[src/core/tsc_pkg.sv]
// Package for the transmit bus parity and start-marker checker.
// Assumes one clock that is the transmit FIFO clock of the system bus.
`default_nettype none

package tsc_pkg;

  // ==========================================================================
  // Sizes
  localparam int unsigned NUM_CH = 4;
  localparam int unsigned CH_W = 2;
  localparam int unsigned ADDR_W = 5;
  localparam int unsigned WORD_W = 16;
  localparam int unsigned POS_W = 5;
  localparam int unsigned CELL_OCTETS = 53;
  // 16-bit bus carries the 53 octets plus one pad octet
  localparam logic [POS_W-1:0] CELL_WORDS = POS_W'((CELL_OCTETS + 1) / 2);
  localparam logic [POS_W-1:0] LAST_WORD = CELL_WORDS - 5'h01;

  // ==========================================================================
  // Register offsets (byte addresses)
  localparam logic [7:0] OFS_CTRL = 8'h00;
  localparam logic [7:0] OFS_PORT_MAP = 8'h04;
  localparam logic [7:0] OFS_STATUS = 8'h08;
  localparam logic [7:0] OFS_MASK = 8'h0C;
  localparam logic [7:0] OFS_POS = 8'h10;

  // ==========================================================================
  // Field positions
  localparam int unsigned CTRL_PKT_BIT = 0;
  localparam int unsigned CTRL_ODD_LSB = 4;
  localparam int unsigned STAT_PERR_LSB = 0;
  localparam int unsigned STAT_SOC_LSB = 4;
  localparam int unsigned STAT_PKT_LSB = 8;
  localparam int unsigned MASK_PERR_LSB = 0;
  localparam int unsigned MASK_SOC_LSB = 4;
  localparam int unsigned MAP_STRIDE = 8;

  // ==========================================================================
  // Values after reset
  localparam logic CTRL_PKT_RST = 1'b0;
  localparam logic [NUM_CH-1:0] CTRL_ODD_RST = 4'h0;
  localparam logic [NUM_CH*ADDR_W-1:0] PORT_MAP_RST = 20'h18820;
  localparam logic [NUM_CH-1:0] MASK_RST = 4'h0;
  localparam logic [ADDR_W-1:0] ADDR_RST = 5'h1F;
  localparam logic [POS_W-1:0] POS_RST = 5'h00;

endpackage : tsc_pkg

`default_nettype wire

[src/core/tsc_parity_chk.sv]
// Parity check of one transmit bus word against its parity bit.
// Assumes word and parity bit come from the same bus cycle.
`default_nettype none

module tsc_parity_chk (
  // Bus word
  input wire logic [tsc_pkg::WORD_W-1:0] word_i,
  input wire logic parity_i,
  // Odd parity when high, even when low
  input wire logic odd_sel_i,
  // Mismatch, combinational
  output logic mismatch_o
);

  // ==========================================================================
  // Check
  // Even: ones over word and bit even; odd: ones count odd
  assign mismatch_o = (^{word_i, parity_i}) ^ odd_sel_i;

endmodule : tsc_parity_chk

`default_nettype wire

[src/core/tsc_pos_ctr.sv]
// Word position counter of one channel within the current cell.
// Assumes take_i is high once for each word written to this channel.
`default_nettype none

module tsc_pos_ctr (
  // Clock and reset
  input wire logic clock_i,
  input wire logic rst_n_i,
  // Word taken and its start marker
  input wire logic take_i,
  input wire logic start_i,
  // Position of the next word
  output logic [tsc_pkg::POS_W-1:0] pos_o,
  // Combinational events of the taken word
  output logic first_o,
  output logic misplaced_o,
  output logic cell_end_o
);

  typedef struct packed {
    logic [tsc_pkg::POS_W-1:0] pos;
  } tsc_ctr_st_t;

  tsc_ctr_st_t s_r;
  tsc_ctr_st_t s_nxt;
  logic [tsc_pkg::POS_W-1:0] idx;

  // ==========================================================================
  // Index of the word now on the bus
  // A marker always resynchronises, a missing one lets the count run on
  assign idx = start_i ? tsc_pkg::POS_RST : s_r.pos;
  assign first_o = take_i && (idx == tsc_pkg::POS_RST);
  assign misplaced_o = take_i && start_i && (s_r.pos != tsc_pkg::POS_RST);
  assign cell_end_o = take_i && (idx == tsc_pkg::LAST_WORD);
  assign pos_o = s_r.pos;

  // Next state
  always_comb begin
    s_nxt = s_r;
    if (take_i) begin
      s_nxt.pos = (idx == tsc_pkg::LAST_WORD) ? tsc_pkg::POS_RST : idx + 5'h01;
    end
  end

  // State register
  always_ff @(posedge clock_i or negedge rst_n_i) begin
    if (!rst_n_i) begin
      s_r <= '{pos: tsc_pkg::POS_RST};
    end else begin
      s_r <= s_nxt;
    end
  end

endmodule : tsc_pos_ctr

`default_nettype wire

[src/core/tsc_top.sv]
// Transmit system bus sideband checker: parity, cell start and packet start.
// Assumes the bus master drives all bus inputs synchronously to clock_i,
// the transmit FIFO clock, and that an APB master reaches the registers.
//
// The address map and the APB interface to the registers were decided locally.
`default_nettype none

module tsc_top (
  // Clock and reset
  input wire logic clock_i,
  input wire logic rst_n_i,
  // APB slave
  input wire logic [7:0] paddr_i,
  input wire logic psel_i,
  input wire logic penable_i,
  input wire logic pwrite_i,
  input wire logic [31:0] pwdata_i,
  output logic [31:0] prdata_o,
  output logic pready_o,
  output logic pslverr_o,
  // Transmit system bus
  input wire logic [tsc_pkg::WORD_W-1:0] tx_word_bus_i,
  input wire logic tx_bus_parity_in_i,
  input wire logic tx_cell_start_marker_i,
  input wire logic tx_packet_start_marker_i,
  input wire logic tx_write_enable_n_i,
  input wire logic [tsc_pkg::ADDR_W-1:0] tx_port_select_i,
  // Word stream towards the transmit FIFOs
  output logic fifo_wr_o,
  output logic [tsc_pkg::WORD_W-1:0] fifo_word_o,
  output logic [tsc_pkg::CH_W-1:0] fifo_chan_o,
  output logic fifo_first_o,
  output logic fifo_par_err_o,
  output logic fifo_cell_done_o,
  // Interrupt
  output logic irq_o
);

  typedef struct packed {
    logic pkt_mode;
    logic [tsc_pkg::NUM_CH-1:0] par_odd;
    logic [tsc_pkg::NUM_CH*tsc_pkg::ADDR_W-1:0] port_map;
    logic [tsc_pkg::NUM_CH-1:0] st_perr;
    logic [tsc_pkg::NUM_CH-1:0] st_soc;
    logic [tsc_pkg::NUM_CH-1:0] st_pkt;
    logic [tsc_pkg::NUM_CH-1:0] mask_perr;
    logic [tsc_pkg::NUM_CH-1:0] mask_soc;
    logic [tsc_pkg::ADDR_W-1:0] lat_addr;
    logic [31:0] prdata;
    logic pslverr;
    logic wr;
    logic [tsc_pkg::WORD_W-1:0] word;
    logic [tsc_pkg::CH_W-1:0] chan;
    logic first;
    logic par_err;
    logic cell_done;
    logic irq;
  } tsc_st_t;

  tsc_st_t s_r;
  tsc_st_t s_nxt;

  // ==========================================================================
  // Register map, one 32-bit word each, byte offsets from the package
  //   CTRL      bit 0 packet mode; bits 7:4 odd parity per channel
  //   PORT_MAP  bus address of channel i in bits 8i+4:8i
  //   STATUS    write one to clear; parity, misplaced start, packet start
  //   MASK      bits 3:0 parity irq enable; bits 7:4 misplaced irq enable
  //   POS       read only; next word index of each channel
  // Unmapped offsets answer with pslverr and read as zero.
  // No wait states: read data is loaded in the setup cycle, so a read
  // returns state as it stood one cycle before the access phase.
  // After reset: cell mode, even parity, channel i at address i, masks off.
  // Latched address resets to an unmapped value, so no word is taken
  // before the master has selected a channel once.
  //
  // Bus timing, one clock per word
  //   Edge with enable high: address latched, nothing written
  //   Edge with enable low and a channel hit: word taken
  //   One edge later: stream outputs pulse, status and irq updated
  // Two channels mapped to one address: the lowest one takes the word,
  // the other sees no traffic until the map is fixed.
  //
  // Status bits are sticky; a write-one-to-clear meeting a new event
  // in the same cycle leaves the bit set, so no event is ever lost.
  // Interrupt is a level, the OR of the unmasked parity and misplaced status bits,
  // registered so it carries no glitch from the bus inputs.
  //
  // Cell mode keeps a word index per channel; a start marker forces
  // index zero, and if the index was not zero the marker is flagged
  // as misplaced but still obeyed, so the channel resyncs at once.
  // Without markers the index simply wraps after the last word.
  // Packet mode stops the counters; boundaries rest only on the
  // packet start marker, which the master must give on every packet.
  // Words with bad parity are never dropped; the flag travels with them.

  // ==========================================================================
  // Channel lookup
  // Returns hit bit above the channel index; lowest channel wins a tie
  function automatic logic [tsc_pkg::CH_W:0] chan_lookup(
    input logic [tsc_pkg::ADDR_W-1:0] addr,
    input logic [tsc_pkg::NUM_CH*tsc_pkg::ADDR_W-1:0] map
  );
    logic [tsc_pkg::CH_W:0] res;
    res = '0;
    for (int i = tsc_pkg::NUM_CH - 1; i >= 0; i--) begin
      if (map[i*tsc_pkg::ADDR_W +: tsc_pkg::ADDR_W] == addr) begin
        res = {1'b1, tsc_pkg::CH_W'(i)};
      end
    end
    return res;
  endfunction : chan_lookup

  logic [tsc_pkg::CH_W:0] look;
  logic sel_hit;
  logic [tsc_pkg::CH_W-1:0] sel_ch;
  logic bus_valid;
  logic par_bad;
  logic [tsc_pkg::NUM_CH-1:0] take;
  logic [tsc_pkg::NUM_CH-1:0] ch_first;
  logic [tsc_pkg::NUM_CH-1:0] ch_misplaced;
  logic [tsc_pkg::NUM_CH-1:0] ch_cell_end;
  logic [tsc_pkg::NUM_CH*tsc_pkg::POS_W-1:0] ch_pos;

  // ==========================================================================
  // Bus qualification
  // Write goes to the address latched while enable was high
  assign look = chan_lookup(s_r.lat_addr, s_r.port_map);
  assign sel_hit = look[tsc_pkg::CH_W];
  assign sel_ch = look[tsc_pkg::CH_W-1:0];
  // Plain sampling: bus is on this clock, no synchroniser needed
  assign bus_valid = !tx_write_enable_n_i && sel_hit;

  // Parity of the word against the selected channel's type
  tsc_parity_chk u_par (
    .word_i(tx_word_bus_i),
    .parity_i(tx_bus_parity_in_i),
    .odd_sel_i(s_r.par_odd[sel_ch]),
    .mismatch_o(par_bad)
  );

  // ==========================================================================
  // Per-channel cell position
  generate
    for (genvar g = 0; g < tsc_pkg::NUM_CH; g++) begin : g_ch
      // Counters only run in cell mode
      assign take[g] = bus_valid && !s_r.pkt_mode && (sel_ch == tsc_pkg::CH_W'(g));
      tsc_pos_ctr u_pos (
        .clock_i(clock_i),
        .rst_n_i(rst_n_i),
        .take_i(take[g]),
        .start_i(tx_cell_start_marker_i),
        .pos_o(ch_pos[g*tsc_pkg::POS_W +: tsc_pkg::POS_W]),
        .first_o(ch_first[g]),
        .misplaced_o(ch_misplaced[g]),
        .cell_end_o(ch_cell_end[g])
      );
    end
  endgenerate

  // ==========================================================================
  // Next state: registers, events, stream and interrupt
  always_comb begin
    s_nxt = s_r;
    // APB setup phase: read data and error loaded for the access phase
    if (psel_i && !penable_i) begin
      s_nxt.prdata = 32'h0000_0000;
      s_nxt.pslverr = 1'b0;
      if (paddr_i == tsc_pkg::OFS_CTRL) begin
        s_nxt.prdata[tsc_pkg::CTRL_PKT_BIT] = s_r.pkt_mode;
        s_nxt.prdata[tsc_pkg::CTRL_ODD_LSB +: tsc_pkg::NUM_CH] = s_r.par_odd;
      end else if (paddr_i == tsc_pkg::OFS_PORT_MAP) begin
        for (int i = 0; i < tsc_pkg::NUM_CH; i++) begin
          s_nxt.prdata[i*tsc_pkg::MAP_STRIDE +: tsc_pkg::ADDR_W] =
            s_r.port_map[i*tsc_pkg::ADDR_W +: tsc_pkg::ADDR_W];
        end
      end else if (paddr_i == tsc_pkg::OFS_STATUS) begin
        s_nxt.prdata[tsc_pkg::STAT_PERR_LSB +: tsc_pkg::NUM_CH] = s_r.st_perr;
        s_nxt.prdata[tsc_pkg::STAT_SOC_LSB +: tsc_pkg::NUM_CH] = s_r.st_soc;
        s_nxt.prdata[tsc_pkg::STAT_PKT_LSB +: tsc_pkg::NUM_CH] = s_r.st_pkt;
      end else if (paddr_i == tsc_pkg::OFS_MASK) begin
        s_nxt.prdata[tsc_pkg::MASK_PERR_LSB +: tsc_pkg::NUM_CH] = s_r.mask_perr;
        s_nxt.prdata[tsc_pkg::MASK_SOC_LSB +: tsc_pkg::NUM_CH] = s_r.mask_soc;
      end else if (paddr_i == tsc_pkg::OFS_POS) begin
        for (int i = 0; i < tsc_pkg::NUM_CH; i++) begin
          s_nxt.prdata[i*tsc_pkg::MAP_STRIDE +: tsc_pkg::POS_W] =
            ch_pos[i*tsc_pkg::POS_W +: tsc_pkg::POS_W];
        end
      end else begin
        s_nxt.pslverr = 1'b1; // Unmapped address
      end
    end
    // APB access phase write; no wait states, so pready is always high
    if (psel_i && penable_i && pwrite_i && !s_r.pslverr) begin
      if (paddr_i == tsc_pkg::OFS_CTRL) begin
        s_nxt.pkt_mode = pwdata_i[tsc_pkg::CTRL_PKT_BIT];
        s_nxt.par_odd = pwdata_i[tsc_pkg::CTRL_ODD_LSB +: tsc_pkg::NUM_CH];
      end else if (paddr_i == tsc_pkg::OFS_PORT_MAP) begin
        for (int i = 0; i < tsc_pkg::NUM_CH; i++) begin
          s_nxt.port_map[i*tsc_pkg::ADDR_W +: tsc_pkg::ADDR_W] =
            pwdata_i[i*tsc_pkg::MAP_STRIDE +: tsc_pkg::ADDR_W];
        end
      end else if (paddr_i == tsc_pkg::OFS_STATUS) begin
        // Write one to clear
        s_nxt.st_perr = s_r.st_perr & ~pwdata_i[tsc_pkg::STAT_PERR_LSB +: tsc_pkg::NUM_CH];
        s_nxt.st_soc = s_r.st_soc & ~pwdata_i[tsc_pkg::STAT_SOC_LSB +: tsc_pkg::NUM_CH];
        s_nxt.st_pkt = s_r.st_pkt & ~pwdata_i[tsc_pkg::STAT_PKT_LSB +: tsc_pkg::NUM_CH];
      end else if (paddr_i == tsc_pkg::OFS_MASK) begin
        s_nxt.mask_perr = pwdata_i[tsc_pkg::MASK_PERR_LSB +: tsc_pkg::NUM_CH];
        s_nxt.mask_soc = pwdata_i[tsc_pkg::MASK_SOC_LSB +: tsc_pkg::NUM_CH];
      end
    end
    // Address is latched only while enable is high
    if (tx_write_enable_n_i) begin
      s_nxt.lat_addr = tx_port_select_i;
    end
    // Events set after the clear so a same-cycle event survives
    for (int i = 0; i < tsc_pkg::NUM_CH; i++) begin
      if (bus_valid && (sel_ch == tsc_pkg::CH_W'(i))) begin
        if (par_bad) begin
          s_nxt.st_perr[i] = 1'b1;
        end
        if (s_r.pkt_mode && tx_packet_start_marker_i) begin
          s_nxt.st_pkt[i] = 1'b1;
        end
      end
      if (ch_misplaced[i]) begin
        s_nxt.st_soc[i] = 1'b1;
      end
    end
    // Stream: every qualified word passes, bad parity only flagged
    s_nxt.wr = bus_valid;
    s_nxt.word = tx_word_bus_i;
    s_nxt.chan = sel_ch;
    s_nxt.par_err = bus_valid && par_bad;
    if (s_r.pkt_mode) begin
      // Packet boundaries rest on the master marking each packet start
      s_nxt.first = bus_valid && tx_packet_start_marker_i;
      s_nxt.cell_done = 1'b0;
    end else begin
      s_nxt.first = |ch_first;
      // Downstream sends idle cells until this pulse marks a whole cell
      s_nxt.cell_done = |ch_cell_end;
    end
    // One masked interrupt from the sticky bits
    s_nxt.irq = |((s_nxt.st_perr & s_nxt.mask_perr) |
                  (s_nxt.st_soc & s_nxt.mask_soc));
  end

  // ==========================================================================
  // State register
  always_ff @(posedge clock_i or negedge rst_n_i) begin
    if (!rst_n_i) begin
      s_r <= '{
        pkt_mode: tsc_pkg::CTRL_PKT_RST,
        par_odd: tsc_pkg::CTRL_ODD_RST,
        port_map: tsc_pkg::PORT_MAP_RST,
        st_perr: '0,
        st_soc: '0,
        st_pkt: '0,
        mask_perr: tsc_pkg::MASK_RST,
        mask_soc: tsc_pkg::MASK_RST,
        lat_addr: tsc_pkg::ADDR_RST,
        default: '0
      };
    end else begin
      s_r <= s_nxt;
    end
  end

  // ==========================================================================
  // Outputs
  // Error gated by the access phase so it never shows outside a transfer
  assign prdata_o = s_r.prdata;
  assign pslverr_o = s_r.pslverr && psel_i && penable_i;
  assign pready_o = 1'b1;
  assign fifo_wr_o = s_r.wr;
  assign fifo_word_o = s_r.word;
  assign fifo_chan_o = s_r.chan;
  assign fifo_first_o = s_r.first;
  assign fifo_par_err_o = s_r.par_err;
  assign fifo_cell_done_o = s_r.cell_done;
  assign irq_o = s_r.irq;

endmodule : tsc_top

`default_nettype wire

[config.mk]
export PLATFORM = sky130hd
export DESIGN_NAME = tsc_top
export DESIGN_NICKNAME = d
export VERILOG_FILES = /design/src/core/tsc_pkg.sv /design/src/core/tsc_parity_chk.sv /design/src/core/tsc_pos_ctr.sv /design/src/core/tsc_top.sv
export SDC_FILE = /design/constraint.sdc
export NUM_CORES = 1
export LEC_CHECK = 0
export BUFFER_PORTS_ARGS = -buffer_cell sky130_fd_sc_hd__buf_4
export CAP_MARGIN = 10
export CORE_ASPECT_RATIO = 0.9
export CORE_MARGIN = 2
export CORE_UTILIZATION = 25
export CTS_BUF_LIST = sky130_fd_sc_hd__clkbuf_2 sky130_fd_sc_hd__clkbuf_4 sky130_fd_sc_hd__clkbuf_8
export CTS_CLUSTER_SIZE = 24
export DETAILED_ROUTE_END_ITERATION = 16
export GPL_ROUTABILITY_DRIVEN = 0
export GPL_TIMING_DRIVEN = 0
export PLACE_DENSITY = 0.52
export SETUP_SLACK_MARGIN = 0.5
export SYNTH_ARGS = -nofsm -noshare
export SYNTH_HDL_FRONTEND = slang
export SYNTH_SLANG_ARGS = --single-unit
[constraint.sdc]
create_clock -name clock_i -period 2.8 [get_ports clock_i]
set_input_delay 0.56 -clock clock_i [delete_from_list [all_inputs] [get_ports clock_i]]
set_output_delay 0.56 -clock clock_i [all_outputs]
set_load 0.02 [all_outputs]
==> results of run 1 <==
## layout make-up
cell class / instances / area (um^2)
buffer: 83 / 591.8
sequential: 117 / 2939
inverter: 26 / 97.59
multi-input combinational: 413 / 3073
timing repair buffer: 144 / 1157
clock inverter: 12 / 127.6
tap: 336 / 420.4
clock buffer: 20 / 269.0
fill: 2457 / 15720
## state kept, by name, indices dropped and copies added (netlist names)
signal	count
s_r	51
prdata_o	23
g_ch.u_pos.pos_o	20
fifo_word_o	16
fifo_chan_o	2
fifo_cell_done_o	1
fifo_first_o	1
fifo_par_err_o	1
fifo_wr_o	1
irq_o	1
## power breakdown
part | internal [mW] | switching, mW | total, mW
clock network | 0.847 | 0.728 | 1.58
registers | 1.88 | 0.158 | 2.03
logic | 0.574 | 0.634 | 1.21
## routing by layer
metal / part of all wire / vias to the layer above / track usage
met2: 0.47 / 146 / 0.2179
met4: 0.019 / 0 / 0.04681
met5: 0 / - / 0
met1: 0.46 / 2512 / 0.1889
li1: - / 2459 / -
met3: 0.054 / 22 / 0.03295
## timing repair
action,in CTS,in global routing
gates resized for setup,34,64
buffers inserted,15,23
endpoints found under the setup margin,63,55
endpoints found under the hold margin,0,0
pin swaps,12,29
## worst max-delay path, delay by kind of cell (launching register included)
kind / cells / cell delay (ns)
and+or+nand+nor: 2 / 0.64
buffers and inverters: 3 / 0.44
xor gates and xnor gates: 1 / 0.18
AOI/OAI and AO/OA: 3 / 0.55
DFF: 1 / 0.54
## worst paths after layout
check                                  start               to  slack [ns]  depth (start not counted)
min reg2reg                          s_r[69]          s_r[69]        0.49                          2
max in group asynchronous            rst_n_i          s_r[58]        1.99                          2
max                                  s_r[57]            irq_o        0.35                          9
min in group clock_i       tx_word_bus_i[11]  fifo_word_o[11]        0.23                          1
max reg2reg                          s_r[57]            irq_o        0.35                          9
min                                  rst_n_i  fifo_word_o[12]        0.04                          1
## cell usage in the layout (no fill, tap or decap), types with 4 or more instances in the layout
cell      instances
buf_4           187
dfrtp_1         108
nor2_1           48
a21oi_1          47
nand2_1          45
mux2_2           33
o21ai_0          27
inv_1            26
xnor2_1          21
a22oi_1          20
clkbuf_8         19
nand2b_1         14
clkbuf_1         14
ha_1             12
conb_1           10
buf_6             9
nand3_1           9
xnor2_2           9
dfstp_2           9
mux2i_1           8
nor3_1            7
o21ai_1           7
o31ai_1           7
clkbuf_2          6
xor2_1            6
nor3_2            6
o22ai_1           6
a222oi_1          5
clkinv_2          5
buf_8             4
nor3_4            4
nand4b_1          4
nor3b_2           4
## metrics by stage
stage               TNS, ns  area, um^2
floorplan                 0        6281
global placement     -8.005        7490
detailed placement   -8.560        7521
CTS                       0        8198
global route              0        8676
finish                    0        8676
## cell families after synthesis
kind of cell | share of synthesized area
buf+inv | 0.1022
fa+ha+maj | 0.02406
other cells | 0.001203
mux | 0.07237
compound gates | 0.1357
flops | 0.4709
simple gates | 0.1347
xor+xnor | 0.05874
==> metrics.txt, run 1 <==
final hold violation count 0; slew at the pin closest to its max-slew limit 0.6821 ns; area leader, netlist dfrtp_1; via-per-instance ratio about 4.5; clk_skew about 0.012 ns; clock transition at the registers of the reported paths roughly 0.08 ns; Crit. End Element flop; total wire length around 18000 um; Final #Nets approximately 880; most numerous cell in the Yosys netlist dfrtp_1; max_slew headroom 0.5436; synth top area cells dfrtp_1 43%, buf_4 6.1%, mux2_2 6.0%; Vias about 5.1k; CTS tree yes; post-route insts no fill ~1.2k; Starting Density 0.2559; outcome finished, final reports clean; Mapped Area ~6200 um^2; RSZ-0062 raised after global routing yes; Netlist cell types roughly 50; # setup viols final 0; total power between 4 and 5 mW; area of the core 24390 um^2; Clock Tree Buf Depth 2; Setup WS post-layout 0.3526 ns; critical path startpoint category flop; critical path data arrival time approximately 2.8 ns; Congestion Overflow GR 0; max-slew violation count 0; CTS Hold Bufs 0; fmax roughly 400 MHz; register area share after synthesis 0.4709; Ys Warns 0; DP HPWL between 10000 and 15000 um; Crit path largest cell delay roughly 0.56 ns; TritonRoute pass-1 iters 5; Min Hold Slack slightly above 0.04 ns; crit path max fanout 5; post-route ant nets 0; worst skew pair latency 0.45 ns; #FFs+latches synth roughly 120; initial antenna violation count 0; Total GRT Usage 0.1393; vias in the first global route between 4k and 5k; Ports ~130; P&R area growth vs syn 39.01%; IO buf count about 110; DRC errors left 0; Async SR Flop Fraction 1.000; WS Path Type flop to flop; Primary FF master, synth dfrtp_1; post-layout min period 2.447 ns; max_cap viols 0; dpl ws -0.4155 ns; cts bufs inserted 17; Detailed Route Iter0 Violations 348; # clock sinks between 100 and 150; cell repeated most along the worst path buf_4; die footprint around 26000 um^2; Synth top area share 0.4330; worst vdd ir 0.2965 mV; most frequent cells after synthesis 108 x dfrtp_1, 52 x nor2_1, 51 x buf_4; Min-Delay Path Class primary input to async pin; power per cell area 555.4 nW/um^2; H-tree depth 4; Finished Core Util 0.3557; crit share post-route 0.8741; pin count of the biggest net entering global routing 70; Site Rows 54; Cell Chain, Critical Path buf_8 -> xor2_4 -> nor3_4 -> buf_4 -> or4b_4 -> buf_4 -> o22ai_1 -> a221oi_1 -> o2111ai_1; placed instance count around 1.1k; leakage power total 3.903 nW; Worst path slowest cell or4b_4; CTS root buffer clkbuf_8; first-pass GRT wire length roughly 28000 um; Synth Instances 631; syn avg cell area 9.891 um^2; Die X about 170 um; number of flops mapped to enable cells by yosys 0; WL/cell 15.87 um; worst path required time 3.15 ns; share of layout cells above drive strength 1 0.4172; antenna fix cells 0; height of the die 153.9 um
No activity file was read; power rests on OpenSTA's default activity.
==> inputs of run 2 (changes only) <==
--- a/config.mk
+++ b/config.mk
@@ -6,7 +6,6 @@
 export NUM_CORES = 1
 export LEC_CHECK = 0
 export BUFFER_PORTS_ARGS = -buffer_cell sky130_fd_sc_hd__buf_4
-export CAP_MARGIN = 10
 export CORE_ASPECT_RATIO = 0.9
 export CORE_MARGIN = 2
 export CORE_UTILIZATION = 25
@@ -19,4 +18,5 @@
 export SETUP_SLACK_MARGIN = 0.5
 export SYNTH_ARGS = -nofsm -noshare
 export SYNTH_HDL_FRONTEND = slang
+export SYNTH_HIERARCHICAL = 1
 export SYNTH_SLANG_ARGS = --single-unit
==> metrics.txt, run 2 <==
outcome complete, but fails checks; violated checks negative setup slack; most frequent cells in the layout 171 x buf_4, 108 x dfrtp_1, 62 x nand2_1, 38 x mux2_2, 25 x o21ai_0; Final #Nets 840; DP HPWL 13850 um; syn avg cell area a little over 10 um^2; CTS tree yes; critical path data arrival time ~3.8 ns; max_cap viols 0; leakage power total 3.844 nW; Total GRT Usage 0.1425; initial antenna violation count 0; Most flops, register s_r; filler cell count between 2k and 3k; max-slew violation count 0; worst skew pair latency approximately 0.45 ns; Crit. End Element flop; Detailed Route Iter0 Violations about 320; antenna fix cells 0; via-per-instance ratio 4.484; Synth Instances about 620; first-pass GRT wire length 28410 um; Internal ~3.3 mW; Sequential Power Share 0.419; area of the core between 20000 and 30000 um^2; placed cell area around 7700 um^2; synth top area cells dfrtp_1 43%, mux2_2 6.7%, buf_4 6.0%; most numerous cell in the Yosys netlist dfrtp_1; IO buf count 105; CTS root buffer clkbuf_8; post-layout min period around 3.4 ns; cts bufs inserted 17; Min Hold Slack ~0.11 ns; P&R area growth vs syn 33.58%; Ys Warns 6; CTS Hold Bufs 0; Mapped Area roughly 6400 um^2; Synth top area share 0.4254; clock transition at the registers of the reported paths around 0.08 ns; Setup WS post-layout -0.5909 ns; clk_skew 0.01458 ns; total net switching power 1.428 mW; crit path max fanout 5; number of flops mapped to enable cells by yosys 0; die footprint between 20000 and 30000 um^2; pin count of the biggest net entering global routing 64; DRC errors left 0; crit share post-route 1.211; Clock Tree Buf Depth 2; Congestion Overflow GR 0; critical path startpoint category flop; Logic pwr share 0.228; max_slew headroom 0.4902; Min-Delay Path Class primary input to async pin; Async SR Flop Fraction 1.000; H-tree depth 4; RSZ-0062 raised after global routing yes; fmax just under 300 MHz; slew at the pin closest to its max-slew limit roughly 0.76 ns; Netlist cell types between 50 and 60; Primary FF master, synth dfrtp_1; max FFs per register between 50 and 60; Sw Share 0.3005; total wire length around 19000 um; vias in the first global route between 4k and 5k; share of layout cells above drive strength 1 0.4291; final hold violation count 0; post-route ant nets 0; Clock Power Share 0.354; Ports 127; WL/cell between 15 and 20 um; post-layout instance area 8487 um^2; WS Path Type flop to flop; area leader, netlist dfrtp_1; Starting Density 0.2536; most common cell after layout, fill and taps aside buf_4; # setup viols final 6; power per cell area between 500 and 600 nW/um^2; Site Rows 55; register area share after synthesis 0.4626; most frequent cells after synthesis 108 x dfrtp_1, 64 x nand2_1, 51 x buf_4; Vias just over 5k; worst path required time about 3.2 ns; Die X 172.0 um; TritonRoute pass-1 iters 5; #FFs+latches synth roughly 120; # clock sinks 117; worst vdd ir 0.2698 mV; height of the die between 150 and 200 um
## run 2: changes by cell type in the layout (fill, tap and decap cells not counted), moves of 12 or more
cell and delta:
buf_2 +14, ha_1 -12, buf_4 -16, nor2_1 -30
nand2_1 +17, a21oi_1 -35
## run 2: logic make-up after synthesis
group	synth area share
AO/OA/AOI/OAI	0.1357
XOR/XNOR	0.05849
buffers and inverters	0.1077
flip-flops	0.4626
multiplexers	0.06892
other	0.001182
AND/OR/NAND/NOR	0.1654
## run 2: final cells by class
type / count / area, um^2 / area share
plain buffers: 94 / 644.4 / 0.07593
clock buffers: 23 / 297.8 / 0.03509
repair buffers: 121 / 947.2 / 0.1116
well taps: 342 / 427.9 / 0.05042
flip-flops and latches: 117 / 2939 / 0.3463
multi-input cells: 398 / 3025 / 0.3565
inverters: 21 / 78.83 / 0.009288
clock inverters: 9 / 126.4 / 0.01489
## run 2: critical path, cell delays in order, from the launching register on
cell      delay, ns
dfstp_2        0.53
buf_6          0.14
xnor2_2        0.12
nand3_2        0.11
nor3_4         0.34
nor4b_2        0.10
a21oi_1        0.17
o221ai_2       0.15
xor2_1         0.19
xnor2_1        0.18
xnor3_1        0.27
xnor2_2        0.17
nand2b_1       0.10
or4b_4         0.51
a21bo_1        0.19
nand4_1        0.06
## run 2: final timing paths
check,start,to,slack [ns],depth (start not counted)
worst max-delay path,s_r[60],irq_o,-0.59,15
worst min-delay path,rst_n_i,fifo_word_o[2],0.11,1
worst max register to register,s_r[60],irq_o,-0.59,15
worst min register to register,prdata_o[1],prdata_o[1],0.49,2
max in group asynchronous,rst_n_i,s_r[86],1.94,2
min in group clock_i,tx_word_bus_i[2],fifo_word_o[2],0.23,1
## run 2: metrics by stage
step	util	cells	setup TNS, ns	setup WS [ns]	total power, mW
finish	0.3388	1125	-1.626	-0.5909	4.753
global route	0.3388	1125	-2.848	-0.8094	5.010
CTS	0.3352	1124	-1.743	-0.6079	4.785
detailed placement	0.3078	1078	-3.424	-0.9862	3.009
global placement	0.3065	1077	-3.096	-0.9456	2.987
floorplan	-	630	-0.5600	-0.3587	2.672
## run 2: power groups by stage
stage	Sequential, mW	Combinational (mW)	Clock [mW]
after floorplan	1.96	0.707	0
after global placement	2.01	0.974	0
after detailed placement	2.01	0.997	0
after CTS	1.99	1.06	1.74
after global routing	2.01	1.19	1.81
final	1.99	1.08	1.68
## run 2: repair_timing
| item | 4_1_cts | 5_1_grt |
|---|---|---|
| resized for setup | 36 | 18 |
| pin swaps | 19 | 4 |
| endpoints found under the setup margin | 21 | 35 |
| endpoints found under the hold margin | 0 | 0 |
| cloned | 0 | 0 |
| buffers inserted | 14 | 1 |
## run 2: per-layer routing
metal / GRT usage / share of wire / vias up
met5: 0 / 0 / -
met4: 0.04362 / 0.013 / 0
met3: 0.03561 / 0.050 / 11
met2: 0.2138 / 0.45 / 127
met1: 0.2014 / 0.48 / 2468
li1: - / - / 2439
